<file path="config.mk">
export PLATFORM = sky130hd
export DESIGN_NAME = cbd_branch_unit
export DESIGN_NICKNAME = d
export VERILOG_FILES = /design/src/cbd_branch_unit.v /design/src/cbd_decode.v
export VERILOG_INCLUDE_DIRS = /design/src
export SDC_FILE = /design/constraint.sdc
export NUM_CORES = 1
export LEC_CHECK = 0
export BUFFER_PORTS_ARGS = -buffer_cell sky130_fd_sc_hd__buf_2
export CAP_MARGIN = 15
export CORE_MARGIN = 2
export CORE_UTILIZATION = 35
export DETAILED_ROUTE_END_ITERATION = 8
export PLACE_DENSITY = 0.67
export SLEW_MARGIN = 20
export SYNTH_ARGS = -nofsm -noshare
export SYNTH_HDL_FRONTEND = slang
export SYNTH_SLANG_ARGS = --single-unit
</file>
<file path="constraint.sdc">
create_clock -name clock_i -period 11.5 [get_ports clock_i]
set_clock_uncertainty 0.1 [all_clocks]
set_input_delay 2.3 -clock clock_i [delete_from_list [all_inputs] [get_ports clock_i]]
set_output_delay 2.3 -clock clock_i [all_outputs]
set_load 0.02 [all_outputs]
</file>
<file path="src/cbd_regs.vh">
// Constants for the conditional branch / delay slot unit: opcode fields,
// encodings and layout. Assumes 32-bit instruction words, 64-bit registers.
`ifndef CBD_REGS_VH
`define CBD_REGS_VH

`define CBD_OP_MSB 31
`define CBD_OP_LSB 26
`define CBD_SRC1_MSB 25
`define CBD_SRC1_LSB 21
`define CBD_SRC2_MSB 20
`define CBD_SRC2_LSB 16
`define CBD_OFF_MSB 15
`define CBD_OFF_LSB 0

`define CBD_OP_REG_IMM 6'h01
`define CBD_OP_UNEQUAL 6'h05
`define CBD_OP_UNEQUAL_LIKELY 6'h15
`define CBD_RI_NEG_LIKELY 5'h02
`define CBD_RI_NEG_LINK_LIKELY 5'h12

`define CBD_LINK_REG 5'h1F
`define CBD_INSN_BYTES 64'h0000000000000004
`define CBD_TARGET_BITS 18
`define CBD_REV_R6 3'h6

`endif

</file>
<file path="src/cbd_branch_unit.v">
// Branch evaluation and delay-slot control for the four conditional branches.
// Assumes the pipeline presents one instruction per valid cycle, in order,
// with its register operands already read.
`default_nettype none
`include "cbd_regs.vh"

// Behaviour
// - target is delay-slot address plus offset times four
// - link variant writes branch address plus eight
// - negative variants test source one sign bit
// - unequal variants branch when sources differ
// - slot executes first, then fetch redirects
// - untaken likely branch annuls the delay slot
// - revision six: slot control transfer raises exception; code flags jump and branch opcodes, not register jumps
// - negative-likely decode: opcode one, subfield two
// - likely variants only before revision six
// - likely branches predicted taken, tables untouched
// - earliest level treats likely negatives as reserved
// - pre-six slot control transfer outcome is free
module cbd_branch_unit #(
    parameter XLEN = 64,
    parameter [2:0] REVISION = 3'h2,
    parameter LEVEL_ONE = 0
) (
    // Clock and reset
    input wire clock_i,
    input wire sys_rst_i,
    // Instruction in
    input wire insn_valid_i,
    input wire [31:0] insn_i,
    input wire [XLEN-1:0] insn_pc_i,
    input wire [XLEN-1:0] source_one_i,
    input wire [XLEN-1:0] source_two_i,
    // Fetch redirect
    output wire redirect_o,
    output reg [XLEN-1:0] redirect_pc_o,
    // Delay slot
    output wire slot_annul_o,
    // Link write to general register file
    output reg link_we_o,
    output reg [4:0] link_sel_o,
    output reg [XLEN-1:0] link_data_o,
    // Exception and prediction
    output reg reserved_insn_o,
    output wire predict_taken_o,
    output wire predictor_bypass_o
);
    // Decoder outputs
    wire neg_link_likely;
    wire neg_likely;
    wire unequal;
    wire unequal_likely;
    wire is_xfer;

    cbd_decode u_decode (
        .insn_i(insn_i),
        .is_neg_link_likely_o(neg_link_likely),
        .is_neg_likely_o(neg_likely),
        .is_unequal_o(unequal),
        .is_unequal_likely_o(unequal_likely),
        .is_xfer_o(is_xfer)
    );

    // Slot tracking: idle, slot of a taken branch, slot of an untaken
    // ordinary branch, slot being annulled
    localparam [1:0] ST_IDLE = 2'h0;
    localparam [1:0] ST_TAKEN = 2'h1;
    localparam [1:0] ST_FALL = 2'h2;
    localparam [1:0] ST_ANNUL = 2'h3;

    wire is_r6;
    wire likely_any;
    wire neg_any;
    wire unequal_any;
    wire likely_ok;
    wire likely_refused;
    wire accept;
    wire in_slot;
    wire slot_bad;
    wire sign_neg;
    wire sources_differ;
    wire [XLEN-1:0] offset_ext;
    wire [XLEN-1:0] slot_pc;
    wire [XLEN-1:0] return_pc;
    wire [XLEN-1:0] branch_target;
    reg cond;
    reg is_branch;
    reg link_we_next;
    reg reserved_next;
    reg [1:0] state_reg;
    reg [1:0] state_next;
    reg [XLEN-1:0] target_reg;
    reg [XLEN-1:0] target_next;

    assign is_r6 = (REVISION >= `CBD_REV_R6);
    assign likely_any = neg_link_likely | neg_likely | unequal_likely;
    assign neg_any = neg_link_likely | neg_likely;
    assign unequal_any = unequal | unequal_likely;
    // Likely forms exist only before revision six and after the first level
    assign likely_ok = !is_r6 && (LEVEL_ONE == 0);
    assign likely_refused = likely_any && !likely_ok;
    assign in_slot = (state_reg != ST_IDLE);
    // A word is judged as a branch only outside a slot
    assign accept = insn_valid_i && !in_slot;

    // Target arithmetic
    assign offset_ext = {{(XLEN-`CBD_TARGET_BITS){insn_i[`CBD_OFF_MSB]}},
                         insn_i[`CBD_OFF_MSB:`CBD_OFF_LSB], 2'b00};
    assign slot_pc = insn_pc_i + `CBD_INSN_BYTES;
    assign return_pc = slot_pc + `CBD_INSN_BYTES;
    assign branch_target = slot_pc + offset_ext;

    // Conditions
    assign sign_neg = source_one_i[XLEN-1];
    assign sources_differ = (source_one_i != source_two_i);

    always @* begin
        cond = 1'b0;
        is_branch = 1'b0;
        if (neg_any) begin
            cond = sign_neg;
            is_branch = likely_ok;
        end else if (unequal_any) begin
            cond = sources_differ;
            is_branch = unequal || likely_ok;
        end
    end

    // Pre-six: a slot control transfer is simply treated as a non-branch
    assign slot_bad = in_slot && is_xfer && is_r6;

    always @* begin
        state_next = state_reg;
        target_next = target_reg;
        case (state_reg)
            ST_IDLE: begin
                if (insn_valid_i && is_branch) begin
                    target_next = branch_target;
                    if (cond) begin
                        state_next = ST_TAKEN;
                    end else if (likely_any) begin
                        state_next = ST_ANNUL;
                    end else begin
                        state_next = ST_FALL;
                    end
                end
            end
            ST_TAKEN: begin
                // Idle cycles hold the state, so the target waits for the slot
                if (insn_valid_i) begin
                    state_next = ST_IDLE;
                end
            end
            ST_FALL: begin
                if (insn_valid_i) begin
                    state_next = ST_IDLE;
                end
            end
            ST_ANNUL: begin
                if (insn_valid_i) begin
                    state_next = ST_IDLE;
                end
            end
            default: begin
                state_next = ST_IDLE;
            end
        endcase
    end

    always @* begin
        link_we_next = accept && neg_link_likely && likely_ok;
        reserved_next = insn_valid_i && ((likely_refused && !in_slot) || slot_bad);
    end

    // Slot state
    always @(posedge clock_i) begin
        if (sys_rst_i) begin
            state_reg <= ST_IDLE;
        end else begin
            state_reg <= state_next;
        end
    end

    // Target and its registered copy toward fetch; fetch reads it only
    // while the redirect pulse stands, so it may follow every branch
    always @(posedge clock_i) begin
        if (sys_rst_i) begin
            target_reg <= {XLEN{1'b0}};
            redirect_pc_o <= {XLEN{1'b0}};
        end else begin
            target_reg <= target_next;
            redirect_pc_o <= target_next;
        end
    end

    // Link is written whether or not the branch is taken, so a return
    // address exists even when the call falls through
    always @(posedge clock_i) begin
        if (sys_rst_i) begin
            link_we_o <= 1'b0;
            link_sel_o <= 5'h00;
            link_data_o <= {XLEN{1'b0}};
        end else begin
            link_we_o <= link_we_next;
            link_sel_o <= `CBD_LINK_REG;
            link_data_o <= return_pc;
        end
    end

    // Exception flag, one cycle after the offending word
    always @(posedge clock_i) begin
        if (sys_rst_i) begin
            reserved_insn_o <= 1'b0;
        end else begin
            reserved_insn_o <= reserved_next;
        end
    end

    // Redirect fires as the slot instruction retires, never before it
    assign redirect_o = insn_valid_i && (state_reg == ST_TAKEN) && !slot_bad;
    assign slot_annul_o = insn_valid_i && (state_reg == ST_ANNUL);
    // Likely branches always predicted taken and skip the tables; a wrong
    // guess costs a flush, which software accepted by choosing the form
    assign predict_taken_o = accept && likely_any && likely_ok;
    assign predictor_bypass_o = predict_taken_o;
endmodule
`default_nettype wire

</file>
<file path="src/cbd_decode.v">
// Instruction classifier for the branch unit: recognises the four branches
// and flags jump and branch opcode words (not register jumps). Purely combinational.
`default_nettype none
`include "cbd_regs.vh"

module cbd_decode (
    // Instruction
    input wire [31:0] insn_i,
    // Classification
    output reg is_neg_link_likely_o,
    output reg is_neg_likely_o,
    output reg is_unequal_o,
    output reg is_unequal_likely_o,
    output reg is_xfer_o
);
    wire [5:0] op;
    wire [4:0] sub;
    assign op = insn_i[`CBD_OP_MSB:`CBD_OP_LSB];
    assign sub = insn_i[`CBD_SRC2_MSB:`CBD_SRC2_LSB];

    always @* begin
        is_neg_link_likely_o = (op == `CBD_OP_REG_IMM) && (sub == `CBD_RI_NEG_LINK_LIKELY);
        is_neg_likely_o = (op == `CBD_OP_REG_IMM) && (sub == `CBD_RI_NEG_LIKELY);
        is_unequal_o = (op == `CBD_OP_UNEQUAL);
        is_unequal_likely_o = (op == `CBD_OP_UNEQUAL_LIKELY);
        // Coarse control-transfer class: register-immediate branches, jumps,
        // and the primary branch opcode range
        is_xfer_o = (op == `CBD_OP_REG_IMM) || (op[5:2] == 4'h0 && op != 6'h00) ||
                    (op[5:2] == 4'h1) || (op[5:2] == 4'h5);
    end
endmodule
`default_nettype wire

</file>
* After elaboration in Yosys (flattened, before gate mapping)
Cells that the tools add are included.
** Word-level totals
- Register bits after elaboration :: 136
- Bits in latches :: 0
- Memory bits (writable) :: 0
- ROM bits :: 0
- Input port bits :: 227
- Memories :: 0
** Operators by class
- $add $sub $neg :: 3
- Multipliers :: 0
- Divide/modulo/power cells :: 0
- Order comparisons :: 0
- Eq/ne operators :: 11
- Shifts and indexed selects :: 0
- Muxes and demuxes :: 10
- Bitwise logic cells :: 3
- Reduce and logical (&&, ||, !) cells :: 14
** Operators with widths (number)
- $add 64x3->64 const B :: 2
- $add 64x64->64 :: 1
- $ne 64x64->1 :: 1
- $logic_and 1x1->1 :: 8
- $eq 6x1->1 const B :: 1
- $eq 6x3->1 const B :: 1
- $eq 6x5->1 const B :: 1
- $mux 2 :: 3
- $eq 5x2->1 const B :: 1
- $eq 5x5->1 const B :: 1
- $mux 1 :: 5
- $mux 5 :: 1
- $eq 2x2->1 const B :: 2
- $pmux 2 s2 :: 1
- $reduce_and 2->1 :: 2
- $or 1x1->1 :: 3
- $reduce_or 3->1 :: 1
- $eq 2x1->1 const B :: 1
- $logic_not 2->1 :: 1
- $ne 2x1->1 const B :: 1
- $ne 2x2->1 const B :: 1
- $reduce_bool 2->1 :: 1
- $logic_not 1->1 :: 1

* Logic depth before layout (Yosys ltp)
Gate-level depths: netlist of run 1.
- Depth after elaboration :: 8
- Depth in mapped cells :: 21

* Modules after synthesis
Synthesis of run 1 repeated with hierarchy kept, for this count alone.
** Second synthesis, totals
- Cell total of the unflattened synthesis :: 1530
- Area, all modules :: 11424.7 um^2
** By module, submodules not included
- cbd_branch_unit :: instances 1, cells each 1518, area each 11343.4 um^2, sequential area each 2642.5 um^2
- cbd_decode :: instances 1, cells each 12, area each 81.3 um^2, sequential area each 0.0 um^2

* Least setup slack after synthesis of run 1
OpenSTA, ideal clock, no wires.
- Kind :: input to register
- From :: input insn_pc_i[17]
- To :: register target_reg[62]
- Setup time :: 60 ps
- Arrival time :: 6437 ps
- Data required time :: 11340 ps
- Setup slack :: 4903 ps
- Stages on the path :: 17
- Path buffers :: 2
- Cell sequence :: clkbuf_1 -> nand4_1 -> or4_1 -> clkbuf_1 -> o31a_1 -> nor2_1 -> inv_1 -> ha_1 -> nand2_1 -> or4b_1 -> a311o_1 -> nand2_1 -> o2111ai_1 -> a211oi_1 -> o211ai_1 -> a2111oi_0 -> a311o_1
** Between the ends
- Cells in the longest elaborated chain, start to end :: 2
** RTL lines
- from (decl) :: line cbd_branch_unit.v:31 : input wire [XLEN-1:0] insn_pc_i,
- $add 64x3->64 (no source line)
- $add 64x64->64 :: line cbd_branch_unit.v:111 : assign branch_target = slot_pc + offset_ext;
- to (signal assigned) :: line cbd_branch_unit.v:188 : target_reg <= {XLEN{1'b0}};
- to (signal assigned) :: line cbd_branch_unit.v:191 : target_reg <= target_next;
- to (decl) :: line cbd_branch_unit.v:92 : reg [XLEN-1:0] target_reg;
No other way between the ends.
A chain may end at the register's enable or synchronous reset.

* Worst setup path after layout of run 1
- From :: input insn_pc_i[4]
- To :: register target_reg[62]
Same word-level chain as after synthesis.

==> results of run 1 <==
-- power by group --
group | switching, W | internal (W)
clock network | 0.000228 | 0.000396
registers | 0.00000468 | 0.000473
logic | 0.000258 | 0.000162
-- layer usage --
| metal | share of wire | wire length [um] | track usage | vias to the layer above |
|---|---|---|---|---|
| met2 | 0.48 | 20100 | 0.412 | 494 |
| met3 | 0.060 | 2530 | 0.0378 | 77 |
| met1 | 0.42 | 17700 | 0.275 | 5829 |
| li1 | - | - | - | 6149 |
| met5 | 0.00026 | 11 | 0 | - |
| met4 | 0.042 | 1780 | 0.119 | 2 |
-- final timing paths --
check,end,slack (ns)
min,target_reg[18],0.35
max reg2reg,target_reg[61],9.00
min reg2reg,target_reg[18],0.35
max,target_reg[62],3.98
-- logic make-up after synthesis --
| kind of cell | share of synthesized area |
|---|---|
| buffers and inverters | 0.0476 |
| AND/OR/NAND/NOR | 0.280 |
| other | 0.000325 |
| adder cells (fa/ha/maj) | 0.0775 |
| multiplexers | 0.00271 |
| AO/OA/AOI/OAI | 0.200 |
| XOR/XNOR | 0.163 |
| flip-flops | 0.229 |
-- critical path: stages --
cell and delay (ns):
buf_2 0.17, and3_1 0.36, nand4_1 0.71, o21ai_0 0.56, nand2_1 0.16, ha_1 0.42, nand2_1 0.10, nor2_1 0.18
or4b_1 0.51, a311o_1 0.36, nand2_1 0.30, o2111ai_1 0.33, a211oi_1 0.58, o211ai_1 0.17, a2111oi_0 0.43, a311o_1 0.17
-- through the flow --
stage	power, W	std cells	setup slack (ns)	hold WS, ns	util
floorplan	0.000758	1543	4.90	0.384	-
global placement	0.000897	2282	3.75	0.335	0.420
detailed placement	0.000901	2282	3.68	0.341	0.420
CTS	0.00153	2313	4.14	0.348	0.440
global route	0.00159	2316	3.67	0.365	0.440
finish	0.00152	2316	3.98	0.347	0.440
-- cell type report --
class	instances	area (sq um)
diodes	3	7.51
clock buffers	20	457
clock inverters	11	198
fillers	3396	18200
inverters	61	229
multi-input cells	1281	8370
flip-flops and latches	132	2640
well taps	442	553
repair buffers	366	1850
-- cell usage in the layout, fill, tap and decap left out, types with 9 or more instances in the layout --
cell,count
xnor2_1,96
o21bai_1,10
clkbuf_16,17
inv_1,61
buf_2,358
and2_1,13
a211oi_1,13
nor3_1,43
or3_1,19
nand2b_1,9
and4_1,13
o21ai_0,67
a31oi_1,11
xor2_1,115
and3_1,17
nand3_1,56
o211ai_1,11
a21o_1,38
a21oi_1,134
nor4_1,36
ha_1,70
nand2_1,193
nand4_1,43
dfxtp_1,132
nor2_1,127
==> impl_metrics.yaml, run 1 <==
logic_synthesis:
  syn-mean-instance-area_sq_um: 7.49
  syn_inst: 1543
  seq_area_frac_synth: 0.229
  yosysWarnings: 0
  yosys.area.top_type_share: 0.229
  synthArstFlopShare: 0
  synth_commonest_cells: "nand2_1, a21oi_1, dfxtp_1"
  synthesis.area_sq_um: 11600
  synth_largest_area_cell: "dfxtp_1"
  synth-seq-cells: 132
  yosysUniqueCellTypes: 87
  syn_nets: 1841
  synth-edff-count: 0
  synth_area_leaders: "dfxtp_1, xor2_1, ha_1"
  synth_flop_cell: "dfxtp_1"
  yosys.cell_count.top_type: "nand2_1"
sta:
  worst_pin_slew_ns: 0.825
  timing.fmax_mhz: 133
  grt_setup_unrepaired: "no"
  slew_violations: 0
  min_period_over_period: 0.654
  hold_viol: 0
  setup-tns-final_ns: 0
  fin_crit_ns: 7.52
  maxSlewHeadroom: 0.449
  setup_viol: 0
global_route:
  antenna_found_initial: 4
  grt_max_degree: 69
  grt-ovfl-total: 0
  track_usage: 0.235
  grt_pass1_wl_um: 62300
  grt_pass1_vias: 11729
power:
  power_density_nw_per_um2: 106
  p_leak_nw: 6.24
  ir_worst_vdd_v: 0.000105
clock_network:
  post-cts-setup-buffer-count: 0
  cts_sinks: 132
  cts_tree: "done"
  ctsLongestPathBuffers: 2
  clk_pin_slew_ns: 0.06
  htree_levels: 4
  clockRootBuffer: "clkbuf_16"
  clk_latency_ns: 0.45
  ctsHoldBuffers: 0
  cts_resized: 0
  cts_buffers: 17
critical_path:
  startpoint: "insn_pc_i[4]"
  critPathKind: "input pin to flop"
  regToRegStartpoint: "state_reg[1]"
  cp-start-kind: "input pin"
  required_ns: 11.79
  end_kind: "flop"
  worst-path-max-fanout: 15
  ff2ff_path_depth: 6
  crit_arrival_ns: 7.81
die:
  die_width_um: 186
  io_pins: 366
  std_cell_rows: 66
  die_h_um: 186
  die-area_sq_um: 34500
  start_util: 0.355
  core_area_sq_um: 32500
run_status:
  status: "finished clean"
placement:
  portBuffers: 359
  dpl-instance-area_sq_um: 13700
  gp_congestion: 0.937
  post-dp-hpwl_um: 34000
min_path:
  min-delay-start: "target_reg[18]"
  hp-class: "flop to flop"
  min_path_cells: 2
detailed_routing:
  firstDrtPassIters: 5
  final_antenna_net_count: 0
  vias: 12551
  vias_per_cell: 5.42
  drtIter0Drc: 796
  drt-total-wl_um: 42100
  drc: 0
  wire_per_inst_um: 18.2
finish:
  drive_gt1_frac: 0.231
  nets: 2157
  areaGrowthSynthToFinish_pct: 23.9
  design_area_sq_um: 14300
job:
  maxCapViolCount: 0
No activity file was read; power rests on OpenSTA's default activity.
==> run 2: changes to the inputs <==
- ABC_AREA: default -> 1
- PLACE_DENSITY: 0.67 -> 0.66
- clock period: 11.5 -> 7.7 ns (I/O delays scaled with it)
==> impl_metrics.yaml, run 2 <==
detailed_routing:
  final_antenna_net_count: 0
  drtIter0Drc: 1118
  vias: 16843
  drt-total-wl_um: 56900
  vias_per_cell: 5.00
  drc: 0
  firstDrtPassIters: 5
  wire_per_inst_um: 16.9
sta:
  fin_crit_ns: 5.82
  worst_pin_slew_ns: 0.904
  setup_viol: 0
  timing.fmax_mhz: 172
  slew_violations: 0
  hold_viol: 0
  maxSlewHeadroom: 0.397
  grt_setup_unrepaired: "no"
  min_period_over_period: 0.756
  setup-tns-final_ns: 0
clock_network:
  cts_sinks: 132
  htree_levels: 4
  ctsHoldBuffers: 0
  cts_buffers: 17
  clk_latency_ns: 0.44
  clk_pin_slew_ns: 0.06
  post-cts-setup-buffer-count: 0
  ctsLongestPathBuffers: 2
  clockRootBuffer: "clkbuf_16"
  cts_resized: 0
  cts_tree: "done"
critical_path:
  crit_arrival_ns: 4.18
  worst-path-max-fanout: 37
  cp-start-kind: "input pin"
  regToRegStartpoint: "state_reg[1]"
  required_ns: 6.06
  end_kind: "output pin"
  critPathKind: "input pin to output pin"
  startpoint: "insn_i[27]"
global_route:
  grt_pass1_vias: 15908
  antenna_found_initial: 2
  grt_max_degree: 72
  grt_pass1_wl_um: 85100
  grt-ovfl-total: 0
  track_usage: 0.269
finish:
  nFillCells: 4383
  final_util: 0.426
  nets: 3129
  drive_gt1_frac: 0.173
  areaGrowthSynthToFinish_pct: 20.8
  seqCellArea_sq_um: 2640
  multi_input_area_sq_um: 9860
  final_common_cell: "nand2_1"
  layout_common_cells: "nand2_1, nor2_1, buf_2, inv_1, o21ai_0"
min_path:
  min-delay-start: "target_reg[25]"
  hp-class: "flop to flop"
logic_synthesis:
  synth_area_leaders: "dfxtp_1, nand2_1, nor2_1"
  syn-mean-instance-area_sq_um: 5.61
  synth_commonest_cells: "nand2_1, nor2_1, inv_1"
  synthArstFlopShare: 0
  synthesis.area_sq_um: 13900
  yosys.area.top_type_share: 0.190
  synth_flop_cell: "dfxtp_1"
  yosysUniqueCellTypes: 49
  syn_inst: 2486
  yosysWarnings: 0
  synth-edff-count: 0
  yosys.cell_count.top_type: "nand2_1"
  syn_nets: 2784
  synth_largest_area_cell: "dfxtp_1"
  seq_area_frac_synth: 0.190
  synth-seq-cells: 132
die:
  die-area_sq_um: 41500
  core_area_sq_um: 39500
  io_pins: 366
  die_h_um: 204
  start_util: 0.353
  die_width_um: 204
  std_cell_rows: 73
job:
  maxCapViolCount: 0
power:
  power_frac_seq: 0.313
  power_frac_comb: 0.319
  internal-power_w: 0.00144
  power_density_nw_per_um2: 135
  p_clk_frac: 0.368
  p_leak_nw: 8.40
  switching_share: 0.370
  ir_worst_vdd_v: 0.000143
  p_switching_w: 0.000843
placement:
  post-dp-hpwl_um: 48300
  portBuffers: 359
  gp_congestion: 1.01
run_status:
  status: "finished clean"
-- run 2: power groups by stage --
stage / combinational (W) / sequential (W) / clock (W)
2_1_floorplan: 0.000414 / 0.000759 / 0
3_3_place_gp: 0.000704 / 0.000729 / 0
3_5_place_dp: 0.000711 / 0.000729 / 0
4_1_cts: 0.000715 / 0.000714 / 0.000859
5_1_grt: 0.000799 / 0.000716 / 0.000889
6_report: 0.000726 / 0.000714 / 0.000839
-- run 2: per-layer routing --
metal,part of all wire,track usage
met5,0.00023,0
met4,0.039,0.110
met3,0.060,0.0409
met2,0.45,0.444
met1,0.45,0.349
-- run 2: final timing paths --
kind,endpoint,slack [ns],cells past startpoint
worst max-delay path,predictor_bypass_o,1.88,12
worst min register to register,target_reg[25],0.41,2
worst max register to register,target_reg[38],5.06,8
worst min-delay path,target_reg[25],0.41,2
-- run 2: area by class of cell --
| cell class | instances | share of cell area |
|---|---|---|
| Clock buffer | 19 | 0.0263 |
| Multi-Input combinational cell | 1979 | 0.585 |
| Sequential cell | 132 | 0.157 |
| Timing Repair Buffer | 363 | 0.108 |
| Antenna cell | 1 | 0.000149 |
| Clock inverter | 12 | 0.00862 |
| Inverter | 338 | 0.0753 |
| Tap cell | 525 | 0.0390 |
-- run 2: cell families (layout without fill, tap and decap cells) --
kind of cell               Yosys count  in the layout  share of synthesized area
AOI/OAI and AO/OA                  337            337                      0.131
DFF                                132            132                      0.190
adders and majority gates           71             71                     0.0642
buffers and inverters              375            732                      0.104
other                                1              2                   0.000269
and+or+nand+nor                   1470           1470                      0.447
xor gates and xnor gates           100            100                     0.0639
-- run 2: stage by stage --
stage          power (W)  worst slack, ns  instance area, sq um  hold slack, ns  instances
6_report         0.00228             1.88                 16800           0.405       3369
5_1_grt          0.00240             1.48                 16800           0.435       3369
4_1_cts          0.00229             1.77                 16800           0.410       3368
3_5_place_dp     0.00144             1.77                 16300           0.393       3337
3_3_place_gp     0.00143             1.80                 16300           0.385       3337
2_1_floorplan    0.00117             2.99                 13900           0.371       2486
-- run 2: critical path: stages --
cell,delay (ns)
buf_2,0.10
inv_1,0.06
nand2_1,0.05
nor3_1,0.11
nor3b_1,0.19
nand2_1,0.10
inv_1,0.10
nor2_1,0.07
nor2_4,0.65
inv_1,0.67
nor2_1,0.31
buf_2,0.21
==> run 3: changes to the inputs <==
- ABC_AREA: 1 -> 0
- PLACE_DENSITY: 0.66 -> 0.7
- clock period: 7.7 -> 4.9 ns (I/O delays scaled with it)
==> impl_metrics.yaml, run 3 (synthesized netlist as in run 1, its figures left out) <==
clock_network:
  ctsLongestPathBuffers: 2
  cts_sinks: 132
  cts_buffers: 17
  htree_levels: 4
  clk_latency_ns: 0.44
  clk_pin_slew_ns: 0.06
  cts_tree: "done"
  clockRootBuffer: "clkbuf_16"
critical_path:
  regToRegStartpoint: "state_reg[1]"
  crit_arrival_ns: 4.97
  ff2ff_path_depth: 5
  rr_endpoint: "target_reg[50]"
  critPathCapture: "target_reg[62]"
  end_kind: "flop"
  required_ns: 5.12
  cp-start-kind: "input pin"
  startpoint: "insn_pc_i[2]"
  ff2ff_setup_slack_ns: 2.60
  worst-path-max-fanout: 6
  critPathKind: "input pin to flop"
global_route:
  grt_pass1_wl_um: 69000
  grt_max_degree: 78
  grt-ovfl-total: 0
  antenna_found_initial: 2
  track_usage: 0.259
  grt_pass1_vias: 13044
sta:
  hold_viol: 0
  worst_slack_ns: 0.150
  holdWs_ns: 0.350
  min_period_over_period: 0.969
  setup-tns-final_ns: 0
  maxSlewHeadroom: 0.457
  timing.fmax_mhz: 211
  setup_viol: 0
  slew_violations: 0
  worst_pin_slew_ns: 0.814
  fin_crit_ns: 4.75
finish:
  seqCellArea_sq_um: 2640
  nFillCells: 3191
  areaGrowthSynthToFinish_pct: 45.0
  multi_input_area_sq_um: 8610
  drive_gt1_frac: 0.354
  final_util: 0.515
  final_common_cell: "buf_2"
  layout_common_cells: "buf_2, buf_4, nand2_1, a21oi_1, dfxtp_1"
  nets: 2451
placement:
  pre_cts_slack_ns: -0.307
  portBuffers: 359
  post-dp-hpwl_um: 37600
  gp_congestion: 0.933
power:
  ir_worst_vdd_v: 0.000246
  power_density_nw_per_um2: 227
  p_leak_nw: 7.71
  power_w: 0.00380
min_path:
  hp-class: "flop to flop"
die:
  die-area_sq_um: 34500
  io_pins: 366
  die_h_um: 186
  std_cell_rows: 66
  start_util: 0.355
  die_width_um: 186
  core_area_sq_um: 32500
detailed_routing:
  wire_per_inst_um: 17.7
  vias: 13597
  vias_per_cell: 5.21
  drt-total-wl_um: 46200
  drtIter0Drc: 867
  drc: 0
  final_antenna_net_count: 0
  firstDrtPassIters: 5
run_status:
  status: "finished clean"
job:
  maxCapViolCount: 0
-- run 3: worst max-delay path, cell delays in order --
cell and delay (ns):
buf_2 0.11, buf_4 0.15, nand3_2 0.12, nor4_4 0.37, buf_4 0.19, nand3_1 0.11
xor2_2 0.19, inv_2 0.07, ha_4 0.27, nand4_1 0.13, or4b_4 0.54, a311o_1 0.40
nand2_2 0.13, o2111ai_4 0.16, a211oi_2 0.35, o211ai_1 0.20, and3_1 0.19, a311o_1 0.31
-- run 3: metrics by stage --
| step | std cells | instance area [sq um] |
|---|---|---|
| floorplan | 1543 | 11600 |
| global placement | 2573 | 15900 |
| detailed placement | 2573 | 15900 |
| CTS | 2605 | 16600 |
| global route | 2610 | 16800 |
| finish | 2611 | 16800 |
-- run 3: how the worst min path moves through the flow --
| stage | from | endpoint | slack [ns] | depth (start not counted) |
|---|---|---|---|---|
| after CTS | target_reg[51] | target_reg[51] | 0.35 | 2 |
| after global routing | target_reg[39] | target_reg[39] | 0.37 | 2 |
| after global placement | target_reg[11] | target_reg[11] | 0.34 | 2 |
| after floorplan | state_reg[1] | state_reg[1] | 0.38 | 2 |
| final | target_reg[5] | target_reg[5] | 0.35 | 2 |
| after detailed placement | target_reg[63] | target_reg[63] | 0.34 | 2 |
-- run 3: power by group --
group	total (W)	internal (W)	switching, W	leakage [nW]
sequential	0.00112	0.00111	0.0000112	1.08
combinational	0.00124	0.000567	0.000673	6.32
clock	0.00144	0.000871	0.000565	0.304
total	0.00380	0.00255	0.00125	7.71
-- run 3: cell type report --
| cell class | instances | share of cell area |
|---|---|---|
| sequential | 132 | 0.158 |
| timing repair buffer | 660 | 0.243 |
| tap | 442 | 0.0330 |
| multi-input combinational | 1281 | 0.514 |
| inverter | 61 | 0.0137 |
| antenna | 3 | 0.000448 |
| clock inverter | 14 | 0.0117 |
| clock buffer | 18 | 0.0262 |
-- run 3: per-layer routing --
layer / up-vias / global-route usage / share of wire
li1: 6735 / - / -
met1: 6292 / 0.304 / 0.42
met2: 484 / 0.456 / 0.47
met3: 86 / 0.0393 / 0.063
met4: 0 / 0.131 / 0.048
met5: - / 0 / 0
-- run 3: what timing repair did --
action                                  CTS  global route
endpoints found under the setup margin    0            16
buffers inserted                          0             3
hold buffers                              0             0
resized for setup                         0            39
